$ cat src/include/prs_params.svh
`ifndef PRS_PARAMS_SVH
`define PRS_PARAMS_SVH
`define PRS_ADDR_CONFIG 8'h00
`define PRS_ADDR_STATUS 8'h04
`define PRS_ADDR_ERRFLAG 8'h08
`define PRS_CFG_CORE_OD 0
`define PRS_CFG_RST_OD 1
`define PRS_CFG_FUSE_ON 2
`define PRS_CFG_SD_1V8 3
`define PRS_CFG_RESET 4'h2
`define PRS_ST_RS_LSB 0
`define PRS_ST_WDHOLD 4
`define PRS_ST_POWERED 5
`define PRS_ST_BUSY 6
`define PRS_ST_IO3V3 7
`define PRS_ST_LPREQ 8
`define PRS_ERR_PROC 0
`define PRS_CLK_PERIOD_NS 8
`define PRS_TICK_NS 50000
`define PRS_TICK_CYC (`PRS_TICK_NS / `PRS_CLK_PERIOD_NS)
`define PRS_TK(us) (9'((us) * 1000 / `PRS_TICK_NS))
`define PRS_UP_LINEAR_REG_TWO_US 0
`define PRS_UP_IO_US 2500
`define PRS_UP_DRAM_US 4800
`define PRS_UP_RET_US 5400
`define PRS_UP_CORE_US 5950
`define PRS_UP_MEM_US 7450
`define PRS_UP_RST_US 14800
`define PRS_DN_LINEAR_REG_TWO_US 2500
`define PRS_DN_IO_US 2000
`define PRS_DN_DRAM_US 1500
`define PRS_DN_RET_US 1000
`define PRS_DN_CORE_US 1000
`define PRS_DN_MEM_US 500
`define PRS_DN_RST_US 0
`endif

$ cat src/include/prs_pkg.sv
package prs_pkg;
  typedef enum logic [2:0] {
    SEQ_OFF,
    SEQ_LATCH,
    SEQ_RAMP_UP,
    SEQ_ON,
    SEQ_RAMP_DOWN
  } prs_state_t;
endpackage : prs_pkg

$ cat src/hdl/prs_sequencer.sv
`timescale 1ns/1ps
`include "prs_params.svh"
module prs_sequencer #(
  parameter int TICK_CYC = `PRS_TICK_CYC
) (
  // Clock and reset
  input wire logic clk_sys,
  input wire logic rst,
  // Register port
  input wire logic [7:0] regAddr,
  input wire logic [31:0] regWrData,
  input wire logic regWr,
  input wire logic regRd,
  output logic [31:0] regRdData,
  // Supply state and power request
  input wire logic supplyGood,
  input wire logic nvmLoaded,
  input wire logic powerOnReq,
  // Internal comparators
  input wire logic inputIs5v,
  input wire logic coreIs0v85,
  // Strap and general pins
  input wire logic strapPinOneIn,
  output logic strapPinOneOut,
  output logic strapPinOneOe_n,
  input wire logic strapPinTwoIn,
  input wire logic generalPinFourIn,
  input wire logic generalPinSixIn,
  // Core enable pin five
  output logic generalPinFiveOut,
  output logic generalPinFiveOe_n,
  // Processor reset
  output logic resetOutputOut,
  output logic resetOutputOe_n,
  // Rail enables and selections
  output logic ioSupply3v3Enable,
  output logic linearRegTwoFuse,
  output logic stepDownOneEnable,
  output logic linearRegOneEnable,
  output logic linearRegThreeEnable,
  output logic stepDownTwoEnable,
  output logic stepDownFourEnable,
  output logic stepDownFour3v3,
  output logic stepDownThreeEnable,
  output logic coreMonitorHigh,
  output logic flexCoreAllowed,
  output logic watchdogLongWindowHold,
  output logic lowPowerModeReq
);

  prs_pkg::prs_state_t state_reg;
  logic [15:0] preCnt_reg;
  logic tickPulse;
  logic [8:0] tick_reg;
  logic [3:0] resourceSelectBits_reg;
  logic wdHold_reg;
  logic [3:0] config_reg;
  logic procErr_reg;
  logic lowPowerReq_reg;
  logic linear_reg_two_reg, io18_reg, dram_reg, ret_reg, core_reg, mem_reg, rstRel_reg;
  logic upPhase, downPhase;
  logic useStepFour, useStepThree;
  logic [31:0] statusWord;

  // Rail stays off in the down phase once dropped, so a shutdown
  // during ramp-up turns on a rail that was not yet up only when its up tick falls in the cycle the shutdown is seen.
  function automatic logic railNext(input logic up, input logic dn,
                                    input logic [8:0] tk, input logic [8:0] upTk,
                                    input logic [8:0] dnTk, input logic cur);
    logic r;
    r = 1'b0;
    if (up) begin
      r = (tk >= upTk);
    end else if (dn) begin
      r = cur && (tk < dnTk);
    end
    return r;
  endfunction : railNext

  assign upPhase = (state_reg == prs_pkg::SEQ_RAMP_UP) || (state_reg == prs_pkg::SEQ_ON);
  assign downPhase = (state_reg == prs_pkg::SEQ_RAMP_DOWN);
  assign tickPulse = (preCnt_reg == 16'(TICK_CYC - 1));
  assign useStepFour = resourceSelectBits_reg[1];
  assign useStepThree = !resourceSelectBits_reg[2] || (&resourceSelectBits_reg[1:0]);

  // Sequence state
  always_ff @(posedge clk_sys) begin
    if (rst) begin
      state_reg <= prs_pkg::SEQ_OFF;
    end else begin
      unique case (state_reg)
        prs_pkg::SEQ_OFF: begin
          if (supplyGood && nvmLoaded && powerOnReq) begin
            state_reg <= prs_pkg::SEQ_LATCH;
          end
        end
        prs_pkg::SEQ_LATCH: begin
          state_reg <= prs_pkg::SEQ_RAMP_UP;
        end
        prs_pkg::SEQ_RAMP_UP: begin
          if (!supplyGood || !powerOnReq) begin
            state_reg <= prs_pkg::SEQ_RAMP_DOWN;
          end else if (tick_reg >= `PRS_TK(`PRS_UP_RST_US)) begin
            state_reg <= prs_pkg::SEQ_ON;
          end
        end
        prs_pkg::SEQ_ON: begin
          if (!supplyGood || !powerOnReq) begin
            state_reg <= prs_pkg::SEQ_RAMP_DOWN;
          end
        end
        prs_pkg::SEQ_RAMP_DOWN: begin
          if (tick_reg >= `PRS_TK(`PRS_DN_LINEAR_REG_TWO_US)) begin
            state_reg <= prs_pkg::SEQ_OFF;
          end
        end
      endcase
    end
  end

  // Time base; restarts at each phase so step zero lines up with its start
  always_ff @(posedge clk_sys) begin
    if (rst) begin
      preCnt_reg <= 16'h0000;
      tick_reg <= 9'h000;
    end else if (state_reg == prs_pkg::SEQ_LATCH ||
                 (upPhase && (!supplyGood || !powerOnReq))) begin
      preCnt_reg <= 16'h0000;
      tick_reg <= 9'h000;
    end else if (tickPulse) begin
      preCnt_reg <= 16'h0000;
      if (tick_reg != 9'h1ff) begin
        tick_reg <= tick_reg + 9'h001;
      end
    end else begin
      preCnt_reg <= preCnt_reg + 16'h0001;
    end
  end

  // Cold boot straps, taken once and held for the whole power cycle
  always_ff @(posedge clk_sys) begin
    if (rst) begin
      resourceSelectBits_reg <= 4'h0;
      wdHold_reg <= 1'b0;
    end else if (state_reg == prs_pkg::SEQ_LATCH) begin
      resourceSelectBits_reg <= {inputIs5v, coreIs0v85, strapPinOneIn, strapPinTwoIn};
      wdHold_reg <= generalPinSixIn;
    end
  end

  // Rail enables
  always_ff @(posedge clk_sys) begin
    if (rst) begin
      linear_reg_two_reg <= 1'b0;
      io18_reg <= 1'b0;
      dram_reg <= 1'b0;
      ret_reg <= 1'b0;
      core_reg <= 1'b0;
      mem_reg <= 1'b0;
      rstRel_reg <= 1'b0;
    end else begin
      linear_reg_two_reg <= railNext(upPhase, downPhase, tick_reg, `PRS_TK(`PRS_UP_LINEAR_REG_TWO_US),
                           `PRS_TK(`PRS_DN_LINEAR_REG_TWO_US), linear_reg_two_reg);
      io18_reg <= railNext(upPhase, downPhase, tick_reg, `PRS_TK(`PRS_UP_IO_US),
                           `PRS_TK(`PRS_DN_IO_US), io18_reg);
      dram_reg <= railNext(upPhase, downPhase, tick_reg, `PRS_TK(`PRS_UP_DRAM_US),
                           `PRS_TK(`PRS_DN_DRAM_US), dram_reg);
      ret_reg <= useStepFour && railNext(upPhase, downPhase, tick_reg,
                 `PRS_TK(`PRS_UP_RET_US), `PRS_TK(`PRS_DN_RET_US), ret_reg);
      core_reg <= railNext(upPhase, downPhase, tick_reg, `PRS_TK(`PRS_UP_CORE_US),
                           `PRS_TK(`PRS_DN_CORE_US), core_reg);
      mem_reg <= useStepThree && railNext(upPhase, downPhase, tick_reg,
                 `PRS_TK(`PRS_UP_MEM_US), `PRS_TK(`PRS_DN_MEM_US), mem_reg);
      rstRel_reg <= railNext(upPhase, downPhase, tick_reg, `PRS_TK(`PRS_UP_RST_US),
                             `PRS_TK(`PRS_DN_RST_US), rstRel_reg);
    end
  end

  // Pin six turns error monitor once the 1.8V rail (io18_reg) is up; input is active low
  always_ff @(posedge clk_sys) begin
    if (rst) begin
      procErr_reg <= 1'b0;
    end else if (io18_reg && !generalPinSixIn) begin
      procErr_reg <= 1'b1;
    end else if (regWr && regAddr == `PRS_ADDR_ERRFLAG && regWrData[`PRS_ERR_PROC]) begin
      procErr_reg <= 1'b0;
    end
  end

  // Low-power request sampled only when pin one is the low-power input
  always_ff @(posedge clk_sys) begin
    if (rst) begin
      lowPowerReq_reg <= 1'b0;
    end else begin
      lowPowerReq_reg <= resourceSelectBits_reg[1] && !strapPinOneIn && upPhase;
    end
  end

  // Configuration, standing in for the non-volatile output settings
  always_ff @(posedge clk_sys) begin
    if (rst) begin
      config_reg <= `PRS_CFG_RESET;
    end else if (regWr && regAddr == `PRS_ADDR_CONFIG) begin
      config_reg <= regWrData[3:0];
    end
  end

  always_comb begin
    statusWord = 32'h0000_0000;
    statusWord[`PRS_ST_RS_LSB +: 4] = resourceSelectBits_reg;
    statusWord[`PRS_ST_WDHOLD] = wdHold_reg;
    statusWord[`PRS_ST_POWERED] = (state_reg == prs_pkg::SEQ_ON);
    statusWord[`PRS_ST_BUSY] = (state_reg != prs_pkg::SEQ_ON) && (state_reg != prs_pkg::SEQ_OFF);
    statusWord[`PRS_ST_IO3V3] = !resourceSelectBits_reg[1] && generalPinFourIn;
    statusWord[`PRS_ST_LPREQ] = lowPowerReq_reg;
  end

  // Read data live only in the cycle after the strobe
  always_ff @(posedge clk_sys) begin
    if (rst) begin
      regRdData <= 32'h0000_0000;
    end else if (regRd) begin
      unique case (regAddr)
        `PRS_ADDR_CONFIG: regRdData <= {28'h0000000, config_reg};
        `PRS_ADDR_STATUS: regRdData <= statusWord;
        `PRS_ADDR_ERRFLAG: regRdData <= {31'h00000000, procErr_reg};
        default: regRdData <= 32'h0000_0000;
      endcase
    end else begin
      regRdData <= 32'h0000_0000;
    end
  end

  // Pin drive; open-drain only ever pulls low
  always_ff @(posedge clk_sys) begin
    if (rst) begin
      generalPinFiveOut <= 1'b0;
      generalPinFiveOe_n <= 1'b0;
      resetOutputOut <= 1'b0;
      resetOutputOe_n <= 1'b0;
      strapPinOneOut <= 1'b0;
      strapPinOneOe_n <= 1'b1;
    end else begin
      generalPinFiveOut <= !config_reg[`PRS_CFG_CORE_OD] && core_reg;
      generalPinFiveOe_n <= config_reg[`PRS_CFG_CORE_OD] && core_reg;
      resetOutputOut <= !config_reg[`PRS_CFG_RST_OD] && rstRel_reg;
      resetOutputOe_n <= config_reg[`PRS_CFG_RST_OD] && rstRel_reg;
      strapPinOneOut <= resourceSelectBits_reg[0] ? config_reg[`PRS_CFG_FUSE_ON]
                                                  : config_reg[`PRS_CFG_SD_1V8];
      strapPinOneOe_n <= resourceSelectBits_reg[1] || !upPhase;
    end
  end

  assign ioSupply3v3Enable = linear_reg_two_reg;
  assign linearRegTwoFuse = resourceSelectBits_reg[0];
  assign stepDownOneEnable = io18_reg;
  assign linearRegOneEnable = io18_reg;
  assign linearRegThreeEnable = io18_reg;
  assign stepDownTwoEnable = dram_reg;
  assign stepDownFourEnable = ret_reg;
  assign stepDownFour3v3 = resourceSelectBits_reg[3];
  assign stepDownThreeEnable = mem_reg;
  assign coreMonitorHigh = resourceSelectBits_reg[2];
  assign flexCoreAllowed = &resourceSelectBits_reg[1:0];
  assign watchdogLongWindowHold = wdHold_reg;
  assign lowPowerModeReq = lowPowerReq_reg;

  property p_straps_hold;
    @(posedge clk_sys) disable iff (rst)
    (state_reg != prs_pkg::SEQ_LATCH) |=> $stable(resourceSelectBits_reg) && $stable(wdHold_reg);
  endproperty
  a_straps_hold: assert property (p_straps_hold) else $error("straps changed");

  property p_wd_latch;
    @(posedge clk_sys) disable iff (rst)
    (state_reg == prs_pkg::SEQ_LATCH) |=> (wdHold_reg == $past(generalPinSixIn));
  endproperty
  a_wd_latch: assert property (p_wd_latch) else $error("watchdog strap not taken");

  property p_rs_latch;
    @(posedge clk_sys) disable iff (rst)
    (state_reg == prs_pkg::SEQ_LATCH) ##1 1'b1 |-> resourceSelectBits_reg ==
      {$past(inputIs5v), $past(coreIs0v85), $past(strapPinOneIn), $past(strapPinTwoIn)};
  endproperty
  a_rs_latch: assert property (p_rs_latch) else $error("resource bits not taken");

  property p_strap_before_io;
    @(posedge clk_sys) disable iff (rst)
    $rose(io18_reg) |-> (tick_reg >= `PRS_TK(`PRS_UP_IO_US)) && $past(upPhase, 2);
  endproperty
  a_strap_before_io: assert property (p_strap_before_io) else $error("1.8V rail early");

  property p_linear_reg_two_first;
    @(posedge clk_sys) disable iff (rst)
    (state_reg == prs_pkg::SEQ_LATCH) |-> ##2 linear_reg_two_reg;
  endproperty
  a_linear_reg_two_first: assert property (p_linear_reg_two_first) else $error("bypass regulator late");

  property p_reset_order;
    @(posedge clk_sys) disable iff (rst)
    rstRel_reg |-> core_reg && dram_reg && io18_reg && linear_reg_two_reg;
  endproperty
  a_reset_order: assert property (p_reset_order) else $error("reset released early");

  property p_reset_first_down;
    @(posedge clk_sys) disable iff (rst)
    $rose(state_reg == prs_pkg::SEQ_RAMP_DOWN) |-> ##1 !rstRel_reg;
  endproperty
  a_reset_first_down: assert property (p_reset_first_down) else $error("reset held");

  property p_step_four_gate;
    @(posedge clk_sys) disable iff (rst)
    ret_reg |-> resourceSelectBits_reg[1];
  endproperty
  a_step_four_gate: assert property (p_step_four_gate) else $error("fourth buck on");

  property p_pin_one_input;
    @(posedge clk_sys) disable iff (rst)
    resourceSelectBits_reg[1] |=> strapPinOneOe_n;
  endproperty
  a_pin_one_input: assert property (p_pin_one_input) else $error("pin one driven");

  property p_core_od;
    @(posedge clk_sys) disable iff (rst)
    config_reg[`PRS_CFG_CORE_OD] ##1 config_reg[`PRS_CFG_CORE_OD] |-> !generalPinFiveOut;
  endproperty
  a_core_od: assert property (p_core_od) else $error("open drain drove high");

  property p_pin_one_drive;
    @(posedge clk_sys) disable iff (rst)
    !resourceSelectBits_reg[1] && upPhase |=> !strapPinOneOe_n;
  endproperty
  a_pin_one_drive: assert property (p_pin_one_drive) else $error("pin one not driven");

  property p_err_set;
    @(posedge clk_sys) disable iff (rst)
    io18_reg && !generalPinSixIn |=> procErr_reg;
  endproperty
  a_err_set: assert property (p_err_set) else $error("processor error lost");

  property p_off_dark;
    @(posedge clk_sys) disable iff (rst)
    (state_reg == prs_pkg::SEQ_OFF) |->
      !(linear_reg_two_reg || io18_reg || dram_reg || ret_reg || core_reg || mem_reg || rstRel_reg);
  endproperty
  a_off_dark: assert property (p_off_dark) else $error("rail on while off");

endmodule : prs_sequencer

$ cat config.mk
export PLATFORM = sky130hd
export DESIGN_NAME = prs_sequencer
export DESIGN_NICKNAME = d
export VERILOG_FILES = /design/src/include/prs_pkg.sv /design/src/hdl/prs_sequencer.sv
export VERILOG_INCLUDE_DIRS = /design/src /design/src/include
export SDC_FILE = /design/constraint.sdc
export NUM_CORES = 1
export LEC_CHECK = 0
export ABC_CLOCK_PERIOD_IN_PS = 2100
export BUFFER_PORTS_ARGS = -buffer_cell sky130_fd_sc_hd__buf_2
export CAP_MARGIN = 20
export CORE_MARGIN = 1
export CORE_UTILIZATION = 45
export DETAILED_ROUTE_END_ITERATION = 7
export PLACE_DENSITY = 0.76
export RECOVER_POWER = 50
export SYNTH_ARGS = -nofsm -noshare
export SYNTH_HDL_FRONTEND = slang
export SYNTH_SLANG_ARGS = --single-unit
$ cat constraint.sdc
create_clock -name clk_sys -period 2.1 [get_ports clk_sys]
set_clock_uncertainty 0.2 [all_clocks]
set_input_delay 0.21 -clock clk_sys [delete_from_list [all_inputs] [get_ports clk_sys]]
set_output_delay 0.21 -clock clk_sys [all_outputs]
set_load 0.02 [all_outputs]
## Yosys cells after proc, flatten, opt, wreduce, memory -nomap -nowiden

Index checks and enable logic that the tools add are counted.

| cells by class | value |
|---|---|
| $add $sub $neg | 2 |
| magnitude comparators | 13 |
| eq/ne operators | 13 |
| mux-type cells | 26 |
| bitwise logic cells | 1 |
| reductions and logical operators | 48 |

Operator list:

| cell | number |
|---|---|
| $ge A9 B7 Y1 const B | 3 |
| $pmux W9 S3 | 1 |
| $logic_and A1 B1 Y1 | 24 |
| $mux W1 | 19 |
| $lt A9 B5 Y1 const B | 2 |
| $lt A9 B6 Y1 const B | 2 |
| $add A16 B1 Y16 const B | 1 |
| $eq A16 B13 Y1 const B | 1 |
| $mux W3 | 5 |
| $pmux W3 S5 | 1 |
| $add A9 B1 Y9 const B | 1 |
| $ge A9 B1 Y1 const B | 1 |
| $ge A9 B6 Y1 const B | 1 |
| $ge A9 B8 Y1 const B | 1 |
| $ge A9 B9 Y1 const B | 1 |
| $logic_not A1 Y1 | 9 |
| $lt A9 B1 Y1 const B | 1 |
| $lt A9 B4 Y1 const B | 1 |
| $ne A9 B9 Y1 const B | 1 |
| $eq A8 B3 Y1 const B | 1 |
| $eq A8 B4 Y1 const B | 1 |
| $logic_not A8 Y1 | 1 |
| $eq A3 B2 Y1 const B | 2 |
| $logic_or A1 B1 Y1 | 5 |
| 14 further kinds | 17 |

| word-level totals | value |
|---|---|
| register bits | 84 |
| input bits | 53 |
| output and inout port bits | 51 |
| word-level logic and storage cells | 125 |

## Logic depth before layout (Yosys ltp)

| logic depth | value |
|---|---|
| word-level depth | 6 |
| gate-level depth with buffers | 11 |
| depth with buffers taken out | 8 |

## Worst setup path before layout

Ideal clock, no wire load.

| path | value |
|---|---|
| path type | register to register |
| from | register tick_reg[3] |
| to | register tick_reg[7] |
| setup time | 0.072 ns |
| arrival | 2.008 ns |
| required time | 1.828 ns |
| slack | -0.180 ns |
| stages on the path, launching flop included | 12 |
| buffers on the path | 3 |
| period minus slack after synthesis | 2.280 ns |
| path through | dfxtp_1 > clkbuf_1 > and2_1 > clkbuf_1 > nand3_1 > nor2_1 > ha_1 > nor4b_1 > nand4_1 > buf_2 > nor3_1 > mux2i_1 |

| between the ends | value |
|---|---|
| longest elaborated chain between the ends | 2 |
| elaborated cells between the ends (all ways) | 3 |
| classes of those cells | 1 x add/sub; 1 x eq/ne; 1 x reduce/logical |

Ends and longest elaborated chain:

| what | line | RTL |
|---|---|---|
| from (decl) | prs_sequencer.sv:54 | `logic [8:0] tick_reg;` |
| from (signal assigned) | prs_sequencer.sv:133 | `tick_reg <= tick_reg + 9'h001;` |
| parallel branches: the longest is 2 deep, another holds $add A9 B1 Y9 | - |  |

Parallel ways; which one is timed is not known.
A chain may end at the register's enable or synchronous reset.

## Worst setup path in the final report

| path | value |
|---|---|
| from | register tick_reg[0] |
| to | register tick_reg[2] |

Same word-level chain as after synthesis.

==> impl_results.rst <==
.. list-table::
   :header-rows: 1

   * - Metric
     - Value
   * - Gate power share
     - 7.7%
   * - Hold Path Class
     - input port to flop
   * - Distinct cell type count of the synthesized netlist
     - 52
   * - Root buffer cell
     - clkbuf_8
   * - First-pass GRT wire length
     - 11000 um
   * - Total clock buffers created by CTS
     - 9
   * - Part of the total power dissipated in the clock network
     - 41.4%
   * - Die height
     - 82.9 um
   * - Synthesized area per cell
     - 8.85 um2
   * - Pin count of the biggest net entering global routing
     - 17
   * - Final cell count without fillers
     - 504
   * - DP Area
     - 0.00338 mm2
   * - Dominant cell type by area after synthesis
     - dfxtp_1
   * - CP Cell Sequence
     - ha_4 -> nand3_2 -> nor2_2 -> ha_2 -> nor4b_4 -> nand4_1 -> buf_6 -> or4_1 -> nand2_1
   * - Internal power summed over all cells
     - 1.70 mW
   * - Count of pins on the block boundary
     - 104
   * - Estimated wirelength of the detail-placed design
     - 4680 um
   * - Category of the most critical setup path
     - flop to flop
   * - Yosys top cell area share
     - 41.4%
   * - Max-slew violations
     - 0
   * - Result of the run
     - complete, no violations
   * - Violation count after the first detailed-routing iteration
     - 92
   * - Fin. Hold Viols
     - 0
   * - Slew margin rel.
     - 53.4%
   * - Number of synthesized flops with an enable pin
     - 0
   * - Fraction of final layout cells with drive strength greater than 1
     - 21.3%
   * - Via count of the first global-routing pass
     - 2477
   * - Antenna Violating Nets Remaining
     - 0
   * - Total area of multi-input combinational cells
     - 0.00157 mm2
   * - Overall power consumption
     - 2.31 mW
   * - Cell area after layout
     - 0.00372 mm2
   * - Fmax
     - 487 MHz
   * - Router iterations before antenna repair
     - 4
   * - Effective utilization at floorplan
     - 46.4%
   * - Clock insertion delay at the later pin of the skew report
     - 340 ps
   * - Primary FF master, synth
     - dfxtp_1
   * - Top Family by Delay on Critical Path
     - simple AND/OR/NAND/NOR gates
   * - Placed cells
     - 473
   * - CTS sink cnt
     - 61
   * - RSZ-0062 raised after global routing
     - yes
   * - Count of input and output buffers
     - 52
   * - Dominant cells by area after synthesis
     - dfxtp_1 41%, buf_4 6.4%, mux2i_1 5.4%
   * - Switching Fraction
     - 26.3%
   * - Synth warn
     - 0
   * - Sequential share of power
     - 50.9%
   * - Placeable core region
     - 0.00635 mm2
   * - Setup slack after placement
     - -68.3 ps
   * - Final worst slack
     - 47.7 ps
   * - Setup TNS
     - 0 ps
   * - Maximum capacitance violations
     - 0
   * - Fraction of registers with async set or reset after synthesis
     - 0%
   * - Crit. End Element
     - flop
   * - Power Dens Cells
     - 621 mW/mm2
   * - Share of the clock period used by the worst path
     - 97.7%
   * - Final routed wire length divided by cell count
     - 13.2 um
   * - P_sw
     - 0.607 mW
   * - IR drop worst, VDD
     - 558 uV
   * - Number of flip-flops under the largest register name
     - 16
   * - Top cells by instance count after synthesis
     - 61 x dfxtp_1, 40 x nor2_1, 25 x buf_4, 22 x nand2_1, 16 x mux2i_1
   * - Synthesized instance count
     - 333
   * - Width of the die
     - 82.9 um
   * - Most common cell in the netlist
     - dfxtp_1
   * - Aggregate global-route resource usage
     - 19.9%
   * - Synthesized flop and latch total
     - 61
   * - Setup crit start kind
     - flop
   * - Area delta synth->final
     - 26.2%
   * - Net count of the finished layout
     - 481
   * - DRC Markers
     - 0
   * - Tightest hold margin
     - 31.8 ps
   * - Row cnt
     - 29
   * - Crit-path max cell delay
     - 410 ps
   * - Overall routed net length
     - 6660 um
   * - Arrival time reported for the critical path endpoint
     - 2140 ps
   * - Final global-route overflow total
     - 0
   * - Area taken by flip-flops and latches
     - 0.00122 mm2
   * - Number of H-tree levels
     - 3
   * - Mapped cell area
     - 0.00295 mm2
   * - TritonCTS clock tree
     - built
   * - Die outline area
     - 0.00688 mm2
   * - Number of vias in the routed layout
     - 2588
   * - Reg clk slew, reported paths
     - 80 ps
   * - ANT cells
     - 0
   * - Final core occ
     - 58.6%
   * - Largest fanout of any net on the critical path
     - 8
   * - Leakage power total
     - 1.46 nW
   * - Gpl congestion
     - 0.833
   * - Buffers plus inverters on the worst setup path
     - 1
   * - Largest buffer count on any clock path
     - 2
   * - Detailed-route vias per instance
     - 5.13
   * - Final worst path period need
     - 2050 ps
   * - Highest-delay cell along the critical path
     - or4_1
   * - Crit path required time
     - 2180 ps
   * - Number of fill cells in the layout
     - 565
   * - Share of synthesized area occupied by flip-flops and latches
     - 41.4%
   * - Antenna violations before repair
     - 0
   * - Final-report setup violation count
     - 0
   * - Least-Margin Pin Slew
     - 693 ps
-- cell usage in the layout, fill, tap and decap left out, types with 2 or more instances in the layout --
cell,Yosys,final
a211oi_1,2,2
a21o_1,2,2
a21oi_1,6,5
a31oi_1,2,2
a32o_1,2,2
and3_1,5,5
and4_1,2,2
buf_2,3,24
buf_4,25,27
buf_6,1,3
clkbuf_1,11,29
clkbuf_8,0,10
clkinv_4,0,3
conb_1,1,23
dfxtp_1,61,59
dfxtp_2,0,2
dlygate4sd3_1,0,14
ha_1,6,4
inv_1,11,11
mux2i_1,16,16
nand2_1,22,22
nand2b_1,7,7
nand3_1,15,14
nand4_1,10,10
nor2_1,40,39
nor3_1,12,10
nor3b_1,5,5
nor4_1,7,7
o211ai_1,5,5
o21ai_0,5,5
or3_1,2,2
or4_1,5,5
or4_4,2,2
xnor2_1,11,10
xor2_1,4,4
-- repair_timing --
action                     in CTS  in global routing
setup buffers                   0                  1
hold buffers                   14                  0
hold endpoints to repair       14                  0
resized for setup               3                 10
setup endpoints to repair       5                  9
pin swaps                       4                 10
-- logic make-up after synthesis --
logic type,after synthesis,synth area share (%)
DFF,61,41.4
and+or+nand+nor,146,26.6
buffers and inverters,52,10.2
AOI/OAI and AO/OA,36,9.21
xor gates and xnor gates,15,4.46
adders and majority gates,6,2.55
muxes,16,5.43
other,1,0.127
-- routing by layer --
layer | vias to the layer above | GRT usage [%] | share of wire, %
li1 | 1309 | - | -
met1 | 1188 | 22.5 | 43
met2 | 76 | 34.7 | 49
met3 | 15 | 5.57 | 4.8
met4 | 0 | 9.25 | 2.7
met5 | - | 0 | 0
-- worst register-to-register path: stages, from the launching register on --
cell	delay, ps
dfxtp_2	340
ha_4	160
nand3_2	60
nor2_2	40
ha_2	180
nor4b_4	230
nand4_1	140
buf_6	170
or4_1	410
nand2_1	80
-- final cells by class --
class,instances,area share [%]
repair buffers,97,16.3
inverters,11,1.11
flip-flops and latches,61,32.9
multi-input cells,242,42.2
clock buffers,10,3.70
well taps,77,2.59
clock inverters,6,1.28
-- power groups by stage --
| stage | Sequential, mW | Clock (mW) | Combinational (mW) |
|---|---|---|---|
| after CTS | 1.17 | 0.979 | 0.178 |
| after detailed placement | 1.20 | 0 | 0.159 |
| after global placement | 1.20 | 0 | 0.155 |
| final | 1.18 | 0.956 | 0.179 |
| after floorplan | 1.20 | 0 | 0.134 |
| after global routing | 1.18 | 1.03 | 0.195 |
-- worst paths after layout --
path / start / end / slack (ps) / depth (start not counted)
worst max register to register: tick_reg[0]$_SDFFE_PP0P_ / tick_reg[2]$_SDFFE_PP0P_ / 50 / 9
worst min register to register: ioSupply3v3Enable$_SDFF_PP0_ / ioSupply3v3Enable$_SDFF_PP0_ / 260 / 2
worst max-delay path: tick_reg[0]$_SDFFE_PP0P_ / tick_reg[2]$_SDFFE_PP0P_ / 50 / 9
worst min-delay path: regAddr[2] / regRdData[8]$_SDFF_PP0_ / 30 / 2
(Power assumes the default switching activity.)
